--- config.mk ---
export PLATFORM = sky130hd
export DESIGN_NAME = ccp_regs
export DESIGN_NICKNAME = d
export VERILOG_FILES = /design/src/ccp_pkg.sv /design/src/ccp_alu.sv /design/src/ccp_regs.sv
export SDC_FILE = /design/constraint.sdc
export NUM_CORES = 1
export LEC_CHECK = 0
export BUFFER_PORTS_ARGS = -buffer_cell sky130_fd_sc_hd__clkbuf_2
export CORE_AREA = 2 2 86 88
export CTS_CLUSTER_DIAMETER = 100
export CTS_CLUSTER_SIZE = 25
export DETAILED_ROUTE_END_ITERATION = 12
export DIE_AREA = 0 0 88 90
export HOLD_SLACK_MARGIN = 0.02
export PLACE_DENSITY = 0.93
export SLEW_MARGIN = 30
export SYNTH_ARGS = -nofsm -noshare
export SYNTH_HDL_FRONTEND = slang
export SYNTH_SLANG_ARGS = --single-unit
--- constraint.sdc ---
create_clock -name CLK_SYS_IN -period 8.05 [get_ports CLK_SYS_IN]
set_input_delay 0.4025 -clock CLK_SYS_IN [delete_from_list [all_inputs] [get_ports CLK_SYS_IN]]
set_output_delay 0.4025 -clock CLK_SYS_IN [all_outputs]
set_load 0.005 [all_outputs]
--- src/ccp_pkg.sv ---
package ccp_pkg;

	// Register offsets (bus byte address = 4 * index, so every register is word aligned)
	localparam logic [7:0] IDX_PTR_HI   = 8'h83;
	localparam logic [7:0] IDX_STATUS   = 8'hd0;
	localparam logic [7:0] IDX_ACC      = 8'he0;
	localparam logic [7:0] IDX_PTR_LO   = 8'h82;
	localparam logic [7:0] IDX_RSV_TEST = 8'h84;

	localparam logic [7:0] RST_PTR_HI = 8'h00;
	localparam logic [7:0] RST_STATUS = 8'h00;
	localparam logic [7:0] RST_ACC    = 8'h00;
	localparam logic [7:0] RST_PTR_LO = 8'h00;

	// Status word field positions
	localparam int POS_CARRY   = 7;
	localparam int POS_AUX     = 6;
	localparam int POS_USER0   = 5;
	localparam int POS_BANK_HI = 4;
	localparam int POS_BANK_LO = 3;
	localparam int POS_OVF     = 2;
	localparam int POS_USER1   = 1;
	localparam int POS_PARITY  = 0;

	localparam logic [7:0] STATUS_WR_MASK = 8'hfe;
	localparam logic [4:0] BANK_STRIDE    = 5'h08;

	localparam logic [1:0] HTRANS_NONSEQ = 2'h2;
	localparam logic [2:0] HSIZE_WORD    = 3'h2;

	typedef enum logic [2:0] {
		ALU_NONE = 3'h1,
		ALU_ADD  = 3'h2,
		ALU_SUB  = 3'h4
	} ccp_alu_op_t;

	typedef struct packed {
		logic [7:0] ptr_hi;
		logic [7:0] ptr_lo;
		logic [7:0] status;
		logic [7:0] acc;
		logic       wr_pend;
		logic [7:0] wr_idx;
		logic       hit;
		logic [31:0] rdata;
	} ccp_state_t;

	typedef struct packed {
		logic [15:0] ptr_addr;
		logic [4:0]  bank_base;
	} ccp_addr_t;

endpackage : ccp_pkg

--- src/ccp_alu.sv ---
`timescale 1ns/1ns
`default_nettype none
module ccp_alu (
	input  wire logic [7:0]         a_in,
	input  wire logic [7:0]         b_in,
	input  wire logic               cin_in,
	input  wire ccp_pkg::ccp_alu_op_t op_in,
	output logic      [7:0]         res_out,
	output logic                    cy_out,
	output logic                    ac_out,
	output logic                    ov_out
);
	logic [8:0] full;
	logic [4:0] half;
	logic [7:0] bx;

	always_comb begin
		bx = (op_in == ccp_pkg::ALU_SUB) ? ~b_in : b_in;
		if (op_in == ccp_pkg::ALU_SUB) begin
			full = {1'b0, a_in} + {1'b0, bx} + {8'h00, ~cin_in};
			half = {1'b0, a_in[3:0]} + {1'b0, bx[3:0]} + {4'h0, ~cin_in};
			cy_out = ~full[8];
			ac_out = ~half[4];
		end else begin
			full = {1'b0, a_in} + {1'b0, bx} + {8'h00, cin_in};
			half = {1'b0, a_in[3:0]} + {1'b0, bx[3:0]} + {4'h0, cin_in};
			cy_out = full[8];
			ac_out = half[4];
		end
		res_out = full[7:0];
		ov_out  = (a_in[7] == bx[7]) && (full[7] != a_in[7]);
	end
endmodule : ccp_alu
`default_nettype wire

--- src/ccp_regs.sv ---
`timescale 1ns/1ns
`default_nettype none
// Summary of operation
// (RL1) Software never writes one to reserved bits; such bits are dropped anyway.
// (RL2) Reserved bits reset to zero and read back zero.
// (RL3) Upper pointer byte register holds bits 15..8 of the 16-bit data pointer.
// (RL4) Full 16-bit pointer is driven out as the indirect access address.
// (RL5) Accumulator at index 0xE0 is read/write and is ALU source and destination.
// (RL6) Two bank-select bits pick one of four eight-byte banks at 0x00..0x18.
module ccp_regs (
	input  wire logic                 CLK_SYS_IN,
	input  wire logic                 RST_N_IN,
	input  wire logic                 HSEL_IN,
	input  wire logic [31:0]          HADDR_IN,
	input  wire logic [1:0]           HTRANS_IN,
	input  wire logic                 HWRITE_IN,
	input  wire logic [2:0]           HSIZE_IN,
	input  wire logic [31:0]          HWDATA_IN,
	input  wire logic                 HREADY_IN,
	input  wire ccp_pkg::ccp_alu_op_t ALU_OP_IN,
	input  wire logic [7:0]           ALU_OPERAND_IN,
	output logic [31:0]               HRDATA_OUT,
	output logic                      HREADYOUT_OUT,
	output logic                      HRESP_OUT,
	output ccp_pkg::ccp_addr_t        ADDR_OUT,
	output logic [7:0]                ACC_OUT
);
	ccp_pkg::ccp_state_t s_q;
	ccp_pkg::ccp_state_t s_d;
	logic [7:0] alu_res;
	logic       alu_cy;
	logic       alu_ac;
	logic       alu_ov;
	logic [7:0] wbyte;
	logic [7:0] idx;
	logic       take;

	ccp_alu u_alu (
		.a_in    (s_q.acc),
		.b_in    (ALU_OPERAND_IN),
		.cin_in  (s_q.status[ccp_pkg::POS_CARRY]),
		.op_in   (ALU_OP_IN),
		.res_out (alu_res),
		.cy_out  (alu_cy),
		.ac_out  (alu_ac),
		.ov_out  (alu_ov)
	);

	always_comb begin
		s_d   = s_q;
		wbyte = HWDATA_IN[7:0];
		idx   = HADDR_IN[9:2];
		take  = HSEL_IN && HREADY_IN && (HTRANS_IN == ccp_pkg::HTRANS_NONSEQ);
		// Data phase of a previous write
		if (s_q.wr_pend) begin
			case (s_q.wr_idx)
				ccp_pkg::IDX_PTR_HI: s_d.ptr_hi = wbyte; // RL3
				ccp_pkg::IDX_PTR_LO: s_d.ptr_lo = wbyte;
				ccp_pkg::IDX_ACC:    s_d.acc = wbyte; // RL5
				ccp_pkg::IDX_STATUS: s_d.status = (wbyte & ccp_pkg::STATUS_WR_MASK)
					| (s_q.status & ~ccp_pkg::STATUS_WR_MASK);
				default: s_d.acc = s_d.acc; // RL2
			endcase
		end else if (ALU_OP_IN != ccp_pkg::ALU_NONE) begin
			s_d.acc = alu_res; // RL5
			s_d.status[ccp_pkg::POS_CARRY] = alu_cy;
			s_d.status[ccp_pkg::POS_AUX]   = alu_ac;
			s_d.status[ccp_pkg::POS_OVF]   = alu_ov;
		end
		// Parity always tracks the accumulator
		s_d.status[ccp_pkg::POS_PARITY] = ^s_d.acc;
		s_d.hit     = take && (HSIZE_IN == ccp_pkg::HSIZE_WORD);
		// Only whole-word writes are stored
		s_d.wr_pend = s_d.hit && HWRITE_IN;
		s_d.wr_idx  = idx;
		// Read sees a write still in its data phase
		if (take && !HWRITE_IN) begin
			case (idx)
				ccp_pkg::IDX_PTR_HI: s_d.rdata = {24'h000000, s_d.ptr_hi}; // RL3
				ccp_pkg::IDX_PTR_LO: s_d.rdata = {24'h000000, s_d.ptr_lo};
				ccp_pkg::IDX_STATUS: s_d.rdata = {24'h000000, s_d.status};
				ccp_pkg::IDX_ACC:    s_d.rdata = {24'h000000, s_d.acc}; // RL5
				default:             s_d.rdata = 32'h00000000; // RL2
			endcase
		end
	end

	always_ff @(posedge CLK_SYS_IN or negedge RST_N_IN) begin
		if (!RST_N_IN) begin
			s_q.ptr_hi  <= ccp_pkg::RST_PTR_HI; // RL2
			s_q.ptr_lo  <= ccp_pkg::RST_PTR_LO;
			s_q.status  <= ccp_pkg::RST_STATUS;
			s_q.acc     <= ccp_pkg::RST_ACC;
			s_q.wr_pend <= 1'b0;
			s_q.wr_idx  <= 8'h00;
			s_q.hit     <= 1'b0;
			s_q.rdata   <= 32'h00000000;
		end else begin
			s_q <= s_d;
		end
	end

	always_comb begin
		HRDATA_OUT    = s_q.rdata;
		HREADYOUT_OUT = 1'b1;
		HRESP_OUT     = 1'b0;
		ADDR_OUT.ptr_addr  = {s_q.ptr_hi, s_q.ptr_lo}; // RL4
		ADDR_OUT.bank_base = {s_q.status[ccp_pkg::POS_BANK_HI:ccp_pkg::POS_BANK_LO], 3'h0}; // RL6
		ACC_OUT = s_q.acc;
	end
endmodule : ccp_regs
`default_nettype wire

==> flow_summary.toml <==
[timing]
final_max_slew_viol_count = 0
setup_viol = 0
holdWs_ns = 0.184
clock_skew_ns = 0.00509
rsz0062_at_grt = "no"
max_slew.worst_pin.slew_ns = 0.801
tns_ns = 0
period_needed_ns = 4.39
hold_viol_final = 0
fmax_mhz = 228
fin_crit_sh_pct = 54.5
max-slew-margin-rel_pct = 46.5

[global_routing]
met1_usage_pct = 25.1
grt_first_pass_wirelength_mm = 12.6
track_usage_pct = 20.2
antenna_found_initial = 0
grtUsageMet2_pct = 34.4
grt_util_met3_pct = 4.32
grt_overflow = 0
gr-max-usage-layer = "met2"
grt_max_degree = 49
first_global_vias = 2636

[power_and_ir_drop]
p_leak_nw = 1.82
max-vdd-ir-drop_mv = 0.209
pwr_density_cell_mw_per_mm2 = 320

[worst_hold_path]
min_path_type = "in2async"

[synth]
ys_async_sr_fraction_pct = 100
synth_top_area_share_pct = 33.7
yosysMostFrequentCell = "buf_4"
synth_area_per_cell_sq_um = 9.88
post-synth-top-area-cell = "dfrtp_1"
ys_top_cells_by_area = "dfrtp_1 (34%), buf_4 (13%), mux2_2 (7.9%), ha_1 (4.9%), xnor2_1 (4.9%)"
synth_seq_cells = 48
synth-seq-area-share_pct = 33.7
synth.distinct_cells = 61
syn_area_sq_mm = 0.00357
yosys_warnings = 0
synth_flop_cell = "dfrtp_1"
ys_top_cells_by_count = "buf_4 (63), dfrtp_1 (48), nand2_1 (26), mux2_2 (25), xnor2_1 (20)"
synth_edf_count = 0
syn_inst = 361

[setup_path]
arrival_ns = 4.57
criticalPathCategory = "in2reg"
r2r_cells = 12
critPathCaptureType = "flop"
crit_path_start_kind = "primary input"
required_ns = 8.23
crit_path_max_fanout = 14

[cts]
cts_resized = 0
numCtsBuffers = 5
hold_buffers = 0
root_buffer = "clkbuf_8"
cts_setup_buffers = 0
clkTransAtPathRegs_ns = 0.08
cts.sinks = 48
htree_levels = 2
cts_tree = "done"
cts_buffer_depth = 2
clock_latency_ns = 0.31

[route]
drtIter0Drc = 286
num_vias = 2697
drt_wl_total_mm = 7.92
drtPass1Iterations = 5
via_per_inst = 5.49
drc_errors = 0
wl_per_cell_um = 16.1
ant_nets = 0

[floorplanning]
dieArea_sq_mm = 0.00792
chipWidth_um = 88
ios = 148
core-area_sq_mm = 0.00702
die_h_um = 90
initial_core_util_pct = 50.8
num_rows = 31

[placed_design]
io_buffers = 70
dp_hpwl_mm = 6.22
routabilityCongestion = 0.907

[layout]
nNetsFinal = 492
num_antenna_cells = 0
synthToLayoutAreaGrowth_pct = 4.10
fill_cells = 640
drive_gt1_share_pct = 29.3

[outcome]
status = "finished clean"

[job]
drv_cap = 0
## layout by cell type, fill, tap and decap left out, types with 3 or more instances in the layout
cell type | Yosys | routed
clkbuf_2 | 1 | 70
dfrtp_1 | 48 | 48
conb_1 | 2 | 29
nand2_1 | 26 | 26
mux2_2 | 25 | 25
xnor2_1 | 20 | 20
nor2_1 | 18 | 18
mux2i_1 | 15 | 15
a21oi_1 | 14 | 14
ha_1 | 14 | 14
o21ai_0 | 12 | 12
nand3_1 | 9 | 9
xor2_1 | 5 | 5
nand2b_1 | 5 | 5
a222oi_1 | 5 | 5
clkbuf_8 | 0 | 5
or2_2 | 4 | 4
inv_1 | 4 | 4
o211ai_1 | 3 | 3
nor3_1 | 4 | 3
a21o_1 | 3 | 3
xnor3_1 | 3 | 3
nor3b_1 | 4 | 3
## kinds of logic (layout without fill, tap and decap cells)
kind of cell / count (synthesis) / after routing / synth area share (%)
AOI/OAI and AO/OA: 58 / 58 / 11.2
xor gates and xnor gates: 28 / 28 / 8.03
adders and majority gates: 15 / 15 / 5.47
buffers and inverters: 80 / 84 / 15.4
DFF: 48 / 48 / 33.7
muxes: 41 / 41 / 12.7
other: 2 / 29 / 0.210
and+or+nand+nor: 89 / 89 / 13.4
## area by class of cell
cell class / instances / area [sq um] / share of cell area [%]
Clock inverter: 1 / 5.00 / 0.135
Multi-Input combinational cell: 260 / 1930 / 52.0
Inverter: 6 / 23.8 / 0.640
Timing Repair Buffer: 71 / 358 / 9.63
Clock buffer: 6 / 72.6 / 1.95
Sequential cell: 48 / 1200 / 32.3
Tap cell: 99 / 124 / 3.33
## state kept, by name, summed over array words and instances, names as in the netlist
name,cells
HRDATA_OUT,8
ACC_OUT,8
ADDR_OUT,18
s_q,14
## per-stage QoR
step	instances	setup WS, ns	cell area (sq um)	utilization, %	power [mW]
floorplan	388	3.83	3670	-	0.927
global placement	484	3.38	3630	51.7	1.03
detailed placement	484	3.33	3630	51.7	1.05
CTS	491	3.64	3710	52.8	1.19
global route	491	3.34	3710	52.9	1.27
finish	491	3.66	3710	52.9	1.19
## critical path: stages
cell,delay (ns)
clkbuf_2,0.10
or3b_1,0.68
xnor2_1,0.25
ha_1,0.26
fa_1,0.45
xnor2_1,0.19
a211oi_1,0.35
nor2_1,0.14
nor4b_1,0.41
xnor3_1,0.41
a21o_1,0.23
xnor2_1,0.17
xnor3_1,0.26
mux2i_1,0.16
nand3_1,0.10
## report_power, final
group	switching (mW)	leakage [nW]	internal, mW
clock network	0.0757	0.0410	0.0591
registers	0.0452	0.597	0.280
logic	0.364	1.18	0.366
## per-layer routing
layer / wire length (um) / share of wire [%] / up-vias
li1: - / - / 1247
met5: 0 / 0 / -
met1: 3170 / 40 / 1303
met2: 3980 / 50 / 131
met3: 592 / 7.5 / 16
met4: 175 / 2.2 / 0
## path summary, 6_finish.rpt
path                               start       endpoint  slack, ns
setup / recovery            ALU_OP_IN[0]  HRDATA_OUT[0]       3.66
hold / removal                  RST_N_IN        s_q[51]       0.18
setup reg to reg              ACC_OUT[0]  HRDATA_OUT[0]       4.37
hold reg to reg            HRDATA_OUT[6]  HRDATA_OUT[6]       0.50
max in group asynchronous       RST_N_IN  HRDATA_OUT[4]       7.47
min in group CLK_SYS_IN      HADDR_IN[4]        s_q[35]       0.21
No activity file was read; power rests on OpenSTA's default activity.
